==> config.mk <==
export PLATFORM = sky130hd
export DESIGN_NAME = reset_init_sequencer
export DESIGN_NICKNAME = d
export VERILOG_FILES = /design/src/hdl/rst_seq_pkg.sv /design/src/hdl/reset_init_sequencer.sv
export SDC_FILE = /design/constraint.sdc
export NUM_CORES = 1
export LEC_CHECK = 0
export ABC_AREA = 1
export BUFFER_PORTS_ARGS = -buffer_cell sky130_fd_sc_hd__buf_2
export CELL_PAD_IN_SITES_DETAIL_PLACEMENT = 2
export CELL_PAD_IN_SITES_GLOBAL_PLACEMENT = 2
export CORE_AREA = 2 2 68 134
export CTS_CLUSTER_DIAMETER = 40
export DETAILED_ROUTE_END_ITERATION = 7
export DIE_AREA = 0 0 70 136
export PLACE_DENSITY_LB_ADDON = 0.1
export RECOVER_POWER = 50
export SLEW_MARGIN = 10
export SYNTH_ARGS = -nofsm -noshare
export SYNTH_HDL_FRONTEND = slang
export SYNTH_SLANG_ARGS = --single-unit
==> constraint.sdc <==
create_clock -name core_clk -period 1.7 [get_ports core_clk]
set_input_delay 0.085 -clock core_clk [delete_from_list [all_inputs] [get_ports core_clk]]
set_output_delay 0.085 -clock core_clk [all_outputs]
set_load 0.02 [all_outputs]
==> src/hdl/rst_seq_pkg.sv <==
// constants and carrier types for the reset initialization sequencer
package rst_seq_pkg;
   localparam int unsigned PORST_MIN_CYC    = 32;
   localparam int unsigned HARD_ASSERT_CYC  = 512;
   localparam int unsigned SOFT_LAG_CYC     = 16;
   localparam int unsigned CFG_SETUP_CYC    = 4;
   localparam int unsigned CFG_TURNON_CYC   = 1;
   localparam int unsigned CLK_PERIOD_NS    = 8;
   localparam int unsigned CFG_OFF_MAX_NS   = 4;
   // longest time rounds down, but never below one cycle
   localparam int unsigned CFG_OFF_CYC      =
      (CFG_OFF_MAX_NS / CLK_PERIOD_NS) < 1 ? 1 :
      (CFG_OFF_MAX_NS / CLK_PERIOD_NS);
   localparam int unsigned DLL_LOCK_MIN_CYC = 7680;
   localparam int unsigned DLL_LOCK_MAX_CYC = 122880;
   localparam int unsigned SRC_W            = 3;
   localparam int unsigned CNT_W            = 17;
   localparam logic [SRC_W-1:0] SRC_RST     = 3'h0;
   localparam logic         DIV_RST         = 1'h0;

   typedef struct packed {
      logic [SRC_W-1:0] reset_source;
      logic             clk_divide;
   } boot_cfg_t;

   typedef enum logic [4:0] {
      ST_POR   = 5'h01,
      ST_HARD  = 5'h02,
      ST_SOFT  = 5'h04,
      ST_DLL   = 5'h08,
      ST_RUN   = 5'h10
   } seq_state_t;
endpackage : rst_seq_pkg

==> src/hdl/reset_init_sequencer.sv <==
// reset initialization sequencer: hard/soft reset drive and boot straps
`timescale 1ns/1ps
module reset_init_sequencer #(
   parameter int unsigned HARD_CYC = rst_seq_pkg::HARD_ASSERT_CYC,
   parameter int unsigned SOFT_CYC = rst_seq_pkg::SOFT_LAG_CYC,
   parameter int unsigned DLL_MIN  = rst_seq_pkg::DLL_LOCK_MIN_CYC,
   parameter int unsigned DLL_MAX  = rst_seq_pkg::DLL_LOCK_MAX_CYC
) (
   // clock and reset
   input  wire logic                  core_clk,
   input  wire logic                  rst,
   // reset pins
   input  wire logic                  power_on_reset_in_n,
   input  wire logic                  hard_reset_line_n_i,
   output logic                       hard_reset_line_n_o,
   output logic                       hard_reset_line_oe_n,
   input  wire logic                  soft_reset_line_n_i,
   output logic                       soft_reset_line_n_o,
   output logic                       soft_reset_line_oe_n,
   // mode and clocking
   input  wire logic                  pci_host_mode,
   input  wire logic                  bus_sync_tick,
   input  wire logic                  dll_locked,
   output logic                       main_clk_sel_primary,
   output logic                       bus_sync_div2,
   // boot straps
   input  wire rst_seq_pkg::boot_cfg_t cfg_pin_i,
   output rst_seq_pkg::boot_cfg_t     cfg_pin_o,
   output logic                       cfg_pin_oe_n,
   output rst_seq_pkg::boot_cfg_t     boot_cfg,
   // status
   output logic                       dll_lock_err,
   output logic                       ready
);
   logic [2:0] por_s_q;
   logic [1:0] hrst_s_q, hard_dly_q;
   rst_seq_pkg::boot_cfg_t cfg_s1_q, cfg_s2_q;
   rst_seq_pkg::seq_state_t st_q, st_d;
   logic [rst_seq_pkg::CNT_W-1:0] cnt_q, cnt_d;
   logic hard_q, hard_d, soft_q, soft_d, cfgoe_q, cfgoe_d;
   logic err_q, err_d, rdy_q, rdy_d;
   rst_seq_pkg::boot_cfg_t bcfg_q, bcfg_d;
   logic host_q, host_d;
   logic hard_oe_n_q, hard_oe_n_d, soft_oe_n_q, soft_oe_n_d;
   logic cfg_oe_n_q, cfg_oe_n_d, div2_q, div2_d;
   logic por_act, por_rel, ext_hard;

   // two-flop synchronisers; the second stage is read, and power-on also reads a third flop for its release edge
   always_ff @(posedge core_clk or posedge rst) begin
      if (rst) begin
         por_s_q  <= 3'h0;
         hrst_s_q <= 2'h0;
         hard_dly_q <= 2'h3;
         cfg_s1_q <= '0;
         cfg_s2_q <= '0;
      end else begin
         por_s_q  <= {por_s_q[1:0], ~power_on_reset_in_n};
         hrst_s_q <= {hrst_s_q[0], ~hard_reset_line_n_i};
         hard_dly_q <= {hard_dly_q[0], hard_q};
         cfg_s1_q <= cfg_pin_i;
         cfg_s2_q <= cfg_s1_q;
      end
   end
   assign por_act  = por_s_q[1];
   assign por_rel  = por_s_q[2] & ~por_s_q[1];
   // an external hard reset pulse restarts the sequence from ST_HARD; our own pull
   // shows on the synced pin two edges late, so it is masked that long
   assign ext_hard = hrst_s_q[1] & ~hard_q & ~hard_dly_q[1];

   always_comb begin
      st_d    = st_q;
      cnt_d   = cnt_q;
      hard_d  = hard_q;
      soft_d  = soft_q;
      cfgoe_d = cfgoe_q;
      err_d   = err_q;
      rdy_d   = rdy_q;
      bcfg_d  = bcfg_q;
      host_d  = host_q;
      if (por_act) begin
         st_d    = rst_seq_pkg::ST_POR;
         err_d   = 1'b0;
         hard_d  = 1'b1;
         soft_d  = 1'b1;
         cfgoe_d = 1'b0;
         rdy_d   = 1'b0;
         cnt_d   = '0;
      end else if (ext_hard && st_q != rst_seq_pkg::ST_POR) begin
         st_d    = rst_seq_pkg::ST_HARD;
         hard_d  = 1'b1;
         soft_d  = 1'b1;
         cfgoe_d = 1'b0;
         rdy_d   = 1'b0;
         cnt_d   = '0;
      end else begin
         case (st_q)
            rst_seq_pkg::ST_POR: begin
               if (por_rel) begin
                  // straps latched at release; board kept them stable
                  bcfg_d = cfg_s2_q;
                  host_d = pci_host_mode;
                  st_d   = rst_seq_pkg::ST_HARD;
                  cnt_d  = '0;
               end
            end
            rst_seq_pkg::ST_HARD: begin
               if (bus_sync_tick) begin
                  cnt_d = cnt_q + 1'b1;
               end
               if (cnt_q >= HARD_CYC[rst_seq_pkg::CNT_W-1:0]) begin
                  hard_d = 1'b0;
                  st_d   = rst_seq_pkg::ST_SOFT;
                  cnt_d  = '0;
               end
            end
            rst_seq_pkg::ST_SOFT: begin
               if (bus_sync_tick) begin
                  cnt_d = cnt_q + 1'b1;
               end
               // at least one tick before straps are driven again
               if (cnt_q >= rst_seq_pkg::CFG_TURNON_CYC) begin
                  cfgoe_d = 1'b1;
               end
               if (cnt_q >= SOFT_CYC[rst_seq_pkg::CNT_W-1:0]) begin
                  soft_d = 1'b0;
                  st_d   = rst_seq_pkg::ST_DLL;
                  cnt_d  = '0;
               end
            end
            rst_seq_pkg::ST_DLL: begin
               // system bus cycles, so counted on every core edge
               cnt_d = cnt_q + 1'b1;
               if (dll_locked &&
                   cnt_q >= DLL_MIN[rst_seq_pkg::CNT_W-1:0]) begin
                  st_d  = rst_seq_pkg::ST_RUN;
                  rdy_d = 1'b1;
               end else if (cnt_q >= DLL_MAX[rst_seq_pkg::CNT_W-1:0]) begin
                  st_d  = rst_seq_pkg::ST_RUN;
                  err_d = 1'b1;
                  rdy_d = 1'b1;
               end
            end
            rst_seq_pkg::ST_RUN: begin
               st_d = rst_seq_pkg::ST_RUN;
            end
            default: begin
               st_d = rst_seq_pkg::ST_POR;
            end
         endcase
      end
      hard_oe_n_d = ~hard_d;
      soft_oe_n_d = ~soft_d;
      cfg_oe_n_d  = ~cfgoe_d;
      div2_d      = host_d & bcfg_d.clk_divide;
   end

   always_ff @(posedge core_clk or posedge rst) begin
      if (rst) begin
         st_q    <= rst_seq_pkg::ST_POR;
         cnt_q   <= '0;
         hard_q  <= 1'b1;
         soft_q  <= 1'b1;
         cfgoe_q <= 1'b0;
         err_q   <= 1'b0;
         rdy_q   <= 1'b0;
         bcfg_q  <= '{reset_source: rst_seq_pkg::SRC_RST,
                      clk_divide: rst_seq_pkg::DIV_RST};
         host_q  <= 1'b1;
         hard_oe_n_q <= 1'b0;
         soft_oe_n_q <= 1'b0;
         cfg_oe_n_q  <= 1'b1;
         div2_q      <= 1'b0;
      end else begin
         st_q    <= st_d;
         cnt_q   <= cnt_d;
         hard_q  <= hard_d;
         soft_q  <= soft_d;
         cfgoe_q <= cfgoe_d;
         err_q   <= err_d;
         rdy_q   <= rdy_d;
         bcfg_q  <= bcfg_d;
         host_q  <= host_d;
         hard_oe_n_q <= hard_oe_n_d;
         soft_oe_n_q <= soft_oe_n_d;
         cfg_oe_n_q  <= cfg_oe_n_d;
         div2_q      <= div2_d;
      end
   end

   // open drain: output level is always low, enable low means pulling
   assign hard_reset_line_n_o  = 1'b0;
   assign soft_reset_line_n_o  = 1'b0;
   assign hard_reset_line_oe_n = hard_oe_n_q;
   assign soft_reset_line_oe_n = soft_oe_n_q;
   assign cfg_pin_oe_n         = cfg_oe_n_q;
   assign cfg_pin_o            = bcfg_q;
   assign boot_cfg             = bcfg_q;
   assign main_clk_sel_primary = host_q;
   assign bus_sync_div2        = div2_q;
   assign dll_lock_err         = err_q;
   assign ready                = rdy_q;

   // checks
   logic [9:0] hold_cnt_q, lag_cnt_q;
   always_ff @(posedge core_clk or posedge rst) begin
      if (rst) begin
         hold_cnt_q <= '0;
      end else if (!hard_q) begin
         hold_cnt_q <= '0;
      end else if (bus_sync_tick && hold_cnt_q != 10'h3ff) begin
         hold_cnt_q <= hold_cnt_q + 10'h001;
      end
   end

   // ticks since hard reset was released, for the soft lag and strap checks
   always_ff @(posedge core_clk or posedge rst) begin
      if (rst) begin
         lag_cnt_q <= '0;
      end else if (hard_q) begin
         lag_cnt_q <= '0;
      end else if (bus_sync_tick && lag_cnt_q != 10'h3ff) begin
         lag_cnt_q <= lag_cnt_q + 10'h001;
      end
   end
endmodule : reset_init_sequencer

==> results.yml, run 1 <==
cells_and_area:
  final_common_cell: "nand2_1"
  n_fill_cell: 1026
  syn2layout_area_growth_pct: 28.0
  drive_gt1_share_pct: 25.5
  fin_nets: 450
  layout_common_cells: "nand2_1, dfrtp_1, inv_1, nand3_1, nor2_1"
  final_area_um2: 3620
  diodes: 0
drt:
  drc: 0
  drt_iter0_drc: 66
  antenna_left: 0
  highest_layer: "met4"
  wl_met1_um: 3200
  viasPerCell: 4.95
  drt-total-wl_um: 9290
  wl_met3_um: 124
  drt_first_pass_iters: 4
  num_vias: 2654
  wl_met2_um: 5780
  wire_per_inst_um: 17.3
synth:
  synth_area_leaders: "dfrtp_1, nand2_1, dfstp_2, inv_1, nand3_1"
  synth-edff-count: 0
  ys_warn_count: 0
  synth_ff_type: "dfrtp_1"
  netlist_instances: 375
  avgSynthCellArea_um2: 7.54
  seq_area_frac_synth_pct: 45.4
  synth_seq_cells: 51
  synth_area_um2: 2830
  synth_cell_types: 36
  async_flop_share_pct: 100
  netlist.area_leader.share_pct: 38.9
  yosys.area.top_type: "dfrtp_1"
power_and_ir_drop:
  netSwitchingPower_uw: 1010
  p_comb_share_pct: 21.0
  seqPwrFrac_pct: 42.4
  pwr_density_cell_nw_per_um2: 893
  p_int_uw: 2220
  vdd.ir_drop.worst_mv: 0.471
  sw_frac_of_total_pct: 31.2
  clockPowerShare_pct: 36.7
  p_leak_uw: 0.00189
sta:
  relSlewSlack_pct: 64.9
  final_hold_viol_count: 0
  min_period_ps: 1600
  slew_violations: 0
  worst_slew_pin_slew_ps: 525
  setup_viol: 0
  rsz0062_at_grt: "yes"
  clock.fmax_ghz: 0.626
  fin_crit_sh_pct: 94.0
  clock_skew_ps: 5.56
  finalWorstSetupSlack_ps: 102
floorplan:
  dieArea_um2: 9520
  start_util_pct: 33.2
  die_w_um: 70
  rows: 48
  core_area_um2: 8530
  die_h_um: 136
  pin_count: 29
cts:
  clockBufferDepth: 2
  clk_transition_reported_paths_ps: 70
  cts_root_buffer: "clkbuf_16"
  cts.sinks: 51
  htreeDepth: 2
  clk_latency_ps: 300
  cts_tree: "built"
  cts-buffers-inserted: 5
global_route:
  grt_overflow: 0
  grt_pass1_vias: 2903
  grt_util_all_layers_pct: 20.2
  grt_pass1_wl_um: 14800
  antenna_found_initial: 0
  grt_max_degree: 32
worst_setup_path:
  end_kind: "register"
  path_max_fanout: 3
  critPathKind: "reg -> reg"
  required_ps: 1890
  start_kind: "register"
  cp.arrival_ps: 1780
worst_hold_path:
  min_path_type: "in -> reg"
flow_run:
  maxCapViolations: 0
placed_design:
  dp_hpwl_um: 7030
  place_congestion: 0.799
  dp_slack_ps: 17.5
  port_buffers: 25
  postPlaceCellArea_um2: 3240
outcome:
  outcome: "completed"
-- worst max-delay path: stages, from the launching register on --
cell     delay [ps]
dfstp_2         560
inv_1            80
nor2_2           90
nand3_2          90
nand2_2         100
nand2_4          70
buf_4           160
nor2_4          100
nand2_2          90
nand4_1          90
nand2_1          60
-- cell usage after synthesis (2+ instances only) --
cell type	instances
dfstp_2	7
nand3_1	33
nor2_4	3
nand2_1	134
nand4_1	9
inv_2	2
nor2_1	34
buf_6	2
nor2_2	5
xnor2_1	2
o21ai_1	5
inv_1	44
nor3_1	2
nand2_4	3
buf_4	7
dfrtp_1	44
nand3_2	4
o21ai_0	5
ha_1	3
nand2_2	2
nand3b_1	4
xor2_1	4
buf_2	4
-- timing repair --
item                                   CTS  global route
setup buffers                            0             2
cloned                                   0             1
hold buffers                             7             0
gates resized for setup                  1            28
endpoints found under the hold margin   24             0
setup endpoints to repair                1            22
pin swaps                                0             3
-- sequential cells by signal (all words and copies together), names as in the netlist, 2 cells and up --
register	cells
cfg_s1_q	4
hrst_s_q	2
por_s_q	3
boot_cfg	4
cnt_q	17
cfg_s2_q	4
hard_dly_q	2
st_q	5
-- cell families after synthesis --
kind of cell,Yosys count,share of synthesized area (%)
AO/OA/AOI/OAI,14,2.74
XOR/XNOR,6,1.86
adder cells (fa/ha/maj),3,1.33
buffers and inverters,61,9.82
flip-flops,51,45.4
other,1,0.133
AND/OR/NAND/NOR,239,38.7
-- per-stage QoR --
step | setup TNS, ps | utilization [%] | hold WS (ps) | total power (µW) | instances
2_1_floorplan | 0 | - | 116 | 1860 | 376
4_1_cts | 0 | 40.8 | 23.1 | 3240 | 533
5_1_grt | -69.5 | 42.4 | 41.9 | 3370 | 536
3_3_place_gp | 0 | 38.0 | 149 | 2000 | 518
6_report | 0 | 42.4 | 24.5 | 3230 | 536
3_5_place_dp | 0 | 38.0 | 159 | 2030 | 518
-- worst paths after layout --
kind | cells past startpoint | slack, ps | end | startpoint
worst max-delay path | 10 | 100 | st_q[1] | st_q[0]
worst min-delay path | 3 | 20 | main_clk_sel_primary | pci_host_mode
worst max register to register | 10 | 100 | st_q[1] | st_q[0]
worst min register to register | 0 | 350 | cfg_s2_q[1] | cfg_s1_q[1]
max in group asynchronous | 4 | 710 | main_clk_sel_primary | rst
min in group asynchronous | 3 | 370 | por_s_q[0] | rst
-- metal layers --
metal	global-route usage, %	vias to the layer above
met4	6.41	0
met2	42.2	22
li1	-	1275
met3	1.56	10
met1	20.3	1347
met5	0	-
-- power by group through the flow --
stage	Sequential [µW]	Clock, µW	Combinational (µW)
finish	1370	1180	677
global route	1380	1250	743
CTS	1370	1220	655
detailed placement	1390	0	640
global placement	1380	0	621
floorplan	1460	0	397
-- final cells by class --
type | instances | area (µm²) | share of cell area, %
clock buffers | 5 | 125 | 3.46
clock inverters | 3 | 43.8 | 1.21
inverters | 48 | 185 | 5.12
multi-input cells | 265 | 1390 | 38.3
flip-flops and latches | 51 | 1290 | 35.5
well taps | 100 | 125 | 3.46
repair buffers | 64 | 468 | 12.9
Note: power is estimated with default switching activity, not from simulation.
==> inputs of run 2 (changes only) <==
Settings changed: ABC_AREA 1 to unset, CORE_AREA 2 2 68 134 to 2 2 62 122, DIE_AREA 0 0 70 136 to 0 0 64 124.
==> run 2 against run 1 <==
The run now ends with negative setup slack left. Die area down 17%. Flip-flop and latch count unchanged. Synthesized cell count down 35%. Count of clock-buffer cells in the layout unchanged. Global-route usage is 6.5 points higher. First-iteration DRC count grew 95%. Clock skew grew 1.9 ps. Critical path depth fell by 1. Fmax is 22% lower. Largest cell class unchanged.
==> results.yml, run 2 <==
sta:
  hold_slack_ps: 69.8
  setup_viol: 36
  final_hold_viol_count: 0
  tns_ps: -7610
  min_period_ps: 2050
  relSlewSlack_pct: 60.6
  fin_crit_sh_pct: 121
  finalWorstSetupSlack_ps: -354
  clock.fmax_ghz: 0.487
  rsz0062_at_grt: "yes"
  slew_violations: 0
  worst_slew_pin_slew_ps: 591
  clock_skew_ps: 7.44
worst_setup_path:
  slowest_delay_ps: 500
  reg2reg_to: "cnt_q[6]"
  cp.arrival_ps: 2250
  cp_slowest_cell: "dfrtp_2"
  required_ps: 1900
  critPathKind: "reg -> reg"
  reg2reg_slack_ps: -350
  worstPathCellList: "buf_6 -> xor2_2 -> o211ai_1 -> buf_4 -> nor3_4 -> buf_6 -> buf_4 -> a22oi_2 -> o21ai_1"
  start_kind: "register"
  path_max_fanout: 8
  end_kind: "register"
  reg2reg_depth: 9
  rr_startpoint: "st_q[3]"
worst_hold_path:
  min_path_type: "in -> reg"
  min_to: "main_clk_sel_primary"
  hold_path_depth: 2
  hold_start: "pci_host_mode"
cells_and_area:
  final_area_um2: 3950
  syn2layout_area_growth_pct: 58.3
  top_register: "cnt_q"
  final_common_cell: "buf_4"
  largest_reg_flops: 17
  diodes: 0
  drive_gt1_share_pct: 53.7
  layout_common_cells: "buf_4, dfrtp_1, buf_2, buf_6, nand2_1"
  fin_cells: 444
  fin_nets: 368
  n_fill_cell: 661
  largestRegisters: "cnt_q x17, st_q x5"
  fin_util_pct: 56.9
placed_design:
  place_congestion: 0.810
  dpl.cell_count: 407
  postPlaceCellArea_um2: 3180
  dp_hpwl_um: 6050
  port_buffers: 25
floorplan:
  start_util_pct: 36.0
  pin_count: 29
  dieArea_um2: 7940
  die_h_um: 124
  die_w_um: 64
  rows: 43
  core_area_um2: 6940
cts:
  cts.sinks: 51
  clk_transition_reported_paths_ps: 70
  cts_tree: "built"
  clk_latency_ps: 300
  htreeDepth: 2
  clockBufferDepth: 2
  cts_root_buffer: "clkbuf_16"
  cts-buffers-inserted: 5
global_route:
  grt_pass1_wl_um: 15600
  grt_overflow: 0
  grt_max_degree: 32
  grt_pass1_vias: 2778
  grt_util_all_layers_pct: 26.7
  antenna_found_initial: 0
power_and_ir_drop:
  vdd.ir_drop.worst_mv: 0.804
  pwr_density_cell_nw_per_um2: 794
  p_leak_uw: 0.00178
synth:
  synth-edff-count: 0
  synth_ff_type: "dfrtp_1"
  synth_seq_cells: 51
  netlist_instances: 242
  synth_common_cells: "dfrtp_1, nand2_1, nor2_1, inv_1, nand3_1"
  yosys.area.top_type: "dfrtp_1"
  ys_warn_count: 0
  avgSynthCellArea_um2: 10.3
  seq_area_frac_synth_pct: 51.5
  synth_area_um2: 2500
  async_flop_share_pct: 100
  synth_most_common_cell: "dfrtp_1"
  synth_cell_types: 56
  netlist.area_leader.share_pct: 44.1
  synth_area_leaders: "dfrtp_1, dfstp_2, nand2_1, nand3_1, nor2_1"
drt:
  drt_first_pass_iters: 4
  drt_iter0_drc: 129
  drt-total-wl_um: 12900
  num_vias: 2528
  antenna_left: 0
  wire_per_inst_um: 29.1
  viasPerCell: 5.69
  drc: 0
outcome:
  violations: "negative setup slack"
  outcome: "finished with violations"
flow_run:
  maxCapViolations: 0
run 2: through the flow:
step	worst slack, ps	power [µW]
finish	-354	3140
global route	-377	3220
CTS	-184	3040
detailed placement	-257	1790
global placement	-177	1760
floorplan	-28.6	1610
run 2: cell families after synthesis:
family	share of synthesized area [%]
flip-flops	51.5
adder cells (fa/ha/maj)	1.50
buffers and inverters	6.01
other	0.150
multiplexers	2.66
AO/OA/AOI/OAI	15.9
XOR/XNOR	1.05
AND/OR/NAND/NOR	21.3
run 2: worst max-delay path by stage:
| stage | startpoint | to | slack (ps) |
|---|---|---|---|
| 2_1_floorplan | cnt_q[9] | cnt_q[13] | -30 |
| 3_3_place_gp | cnt_q[15] | cnt_q[7] | -180 |
| 3_5_place_dp | cnt_q[15] | cnt_q[5] | -260 |
| 4_1_cts | st_q[0] | cnt_q[16] | -180 |
| 5_1_grt | st_q[3] | cnt_q[13] | -380 |
| 6_report | st_q[3] | cnt_q[6] | -350 |
run 2: power breakdown:
part           internal (µW)  switching, µW
clock network            695            479
logic                    262            370
registers               1280           50.9
total                   2240            900
run 2: repair_timing:
item                                    in CTS  in global routing
pin swaps                                   21                 18
hold buffers                                 7                  0
buffers inserted                            12                 10
endpoints found under the setup margin      27                 34
endpoints found under the hold margin       25                  0
cloned                                       1                  0
resized for setup                           49                 40
run 2: layout make-up:
class	count	area (µm²)	share of cell area, %
Multi-Input combinational cell	162	1370	34.8
Inverter	13	48.8	1.23
Timing Repair Buffer	120	958	24.3
Clock inverter	3	43.8	1.11
Clock buffer	5	125	3.17
Sequential cell	51	1290	32.6
Tap cell	90	113	2.85
run 2: critical path, delay by kind of cell (launching register included):
family	cells	cell delay, ps
DFF	1	500
xor gates and xnor gates	1	190
AOI/OAI and AO/OA	3	410
and+or+nand+nor	1	240
buffers and inverters	4	610
run 2: per-layer routing:
layer	global-route usage (%)	vias up	part of all wire, %
met3	3.07	44	2.5
met5	0	-	0
met2	54.9	79	56
met1	26.0	1307	36
li1	-	1098	-
met4	10.2	0	5.3
==> inputs of run 3 (changes only) <==
Clock period 1.7 ns to 2 ns, I/O delays scaled along.
==> run 3 against run 2 <==
The run now ends clean. Flip-flop and latch count stayed put. Via count down 16%. Clock skew grew 0.57 ps. Global-route usage decreased by 6.5 points. Highest routed layer unchanged. Register-to-register slack improved by 420 ps. Hold slack worse by 14 ps. Wire length decreased by 42%. Sequential share of layout area rose by 7.0 points. Critical endpoint is now cnt_q[16]. Sequential power is 16% lower. Fmax increased by 6.1%. Die area did not move. Worst setup slack better by 420 ps. Largest cell class is now sequential cells.
==> results.yml, run 3 (synthesis results as in run 2) <==
global_route:
  grt_overflow: 0
  grt_pass1_wl_um: 12300
  grt_util_all_layers_pct: 20.2
  grt_use_met2_pct: 39.6
  grt_max_degree: 29
  busiest_layer: "met2"
  antenna_found_initial: 0
  grt_pass1_vias: 2396
  use_met1_pct: 21.5
  grt_util_met3_pct: 2.17
drt:
  drt-total-wl_um: 7500
  drc: 0
  drt_first_pass_iters: 4
  drt_iter0_drc: 93
  wire_per_inst_um: 19.1
  num_vias: 2120
  viasPerCell: 5.39
  antenna_left: 0
cts:
  clk_latency_ps: 290
  cts.sinks: 51
  clockBufferDepth: 2
  htreeDepth: 2
  cts_tree: "built"
  cts_root_buffer: "clkbuf_16"
  clk_transition_reported_paths_ps: 70
  cts-buffers-inserted: 5
placed_design:
  dp_slack_ps: -34.4
  dp_hpwl_um: 5400
  port_buffers: 25
  dpl.cell_count: 373
  postPlaceCellArea_um2: 2900
  place_congestion: 0.767
sta:
  slew_violations: 0
  clock_skew_ps: 8.02
  tns_ps: 0
  min_period_ps: 1940
  relSlewSlack_pct: 33.7
  fin_crit_sh_pct: 96.8
  finalWorstSetupSlack_ps: 64.5
  clock.fmax_ghz: 0.517
  worst_slew_pin_slew_ps: 994
  setup_viol: 0
  final_hold_viol_count: 0
  hold_slack_ps: 56.0
floorplan:
  die_w_um: 64
  rows: 43
  die_h_um: 124
  core_area_um2: 6940
  start_util_pct: 36.0
  pin_count: 29
  dieArea_um2: 7940
worst_hold_path:
  min_path_type: "in -> reg"
cells_and_area:
  largestRegisters: "cnt_q x17, st_q x5"
  final_area_um2: 3250
  diodes: 0
  layout_common_cells: "dfrtp_1, buf_4, nand2_1, clkbuf_1"
  fin_nets: 317
  largest_reg_flops: 17
  final_common_cell: "dfrtp_1"
  drive_gt1_share_pct: 30.7
  syn2layout_area_growth_pct: 30.4
  fin_cells: 393
  top_register: "cnt_q"
flow_run:
  maxCapViolations: 0
worst_setup_path:
  cp.arrival_ps: 2130
  start_kind: "register"
  required_ps: 2190
  critPathKind: "reg -> reg"
  path_max_fanout: 5
  end_kind: "register"
outcome:
  outcome: "completed"
power_and_ir_drop:
  p_leak_uw: 0.00142
  vdd.ir_drop.worst_mv: 0.324
  pwr_density_cell_nw_per_um2: 757
==> run 3: cell type report <==
| class | count | area (µm²) |
|---|---|---|
| Clock buffer | 5 | 125 |
| Sequential cell | 51 | 1290 |
| Tap cell | 90 | 113 |
| Clock inverter | 3 | 43.8 |
| Inverter | 13 | 48.8 |
| Timing Repair Buffer | 69 | 489 |
| Fill cell | 737 | 3690 |
| Multi-Input combinational cell | 162 | 1150 |
==> run 3: worst paths after layout <==
check / start / end / slack, ps / cells past startpoint
max: cnt_q[16] / cnt_q[16] / 60 / 7
min: pci_host_mode / main_clk_sel_primary / 60 / 2
max reg2reg: cnt_q[16] / cnt_q[16] / 60 / 7
min reg2reg: cfg_s1_q[1] / cfg_s2_q[1] / 350 / 0
max in group asynchronous: rst / cfg_pin_oe_n / 660 / 4
min in group asynchronous: rst / cnt_q[9] / 580 / 3
==> run 3: layer usage <==
layer	wire, µm	share of wire (%)	vias up
met5	0	0	-
met4	208	2.8	0
met3	172	2.3	11
met2	4370	58	39
met1	2750	37	1079
li1	-	-	991
==> run 3: stage by stage <==
| stage | power [µW] | utilization [%] |
|---|---|---|
| finish | 2460 | 46.9 |
| global route | 2560 | 46.9 |
| CTS | 2500 | 45.4 |
| global placement | 1460 | 41.8 |
| floorplan | 1360 | - |
| detailed placement | 1470 | 41.8 |
==> run 3: what timing repair did <==
| action | 4_1_cts | 5_1_grt |
|---|---|---|
| setup endpoints to repair | 4 | 16 |
| hold buffers | 7 | 0 |
| endpoints found under the hold margin | 28 | 0 |
| setup buffers | 0 | 5 |
| resized for setup | 2 | 21 |
| pin swaps | 0 | 8 |
==> run 3: worst max-delay path: stages, from the launching register on <==
cell and delay, ps:
dfrtp_2 440, nor4_4 350, buf_4 190, nand3_4 70, o31ai_4 250, buf_4 190, nand2_4 80, o311ai_1 260
==> run 3: report_power, final <==
group,internal [µW],switching [µW],total (µW)
Sequential,1090,36.9,1120
Combinational,130,217,348
Clock,591,402,993
Total,1810,656,2460
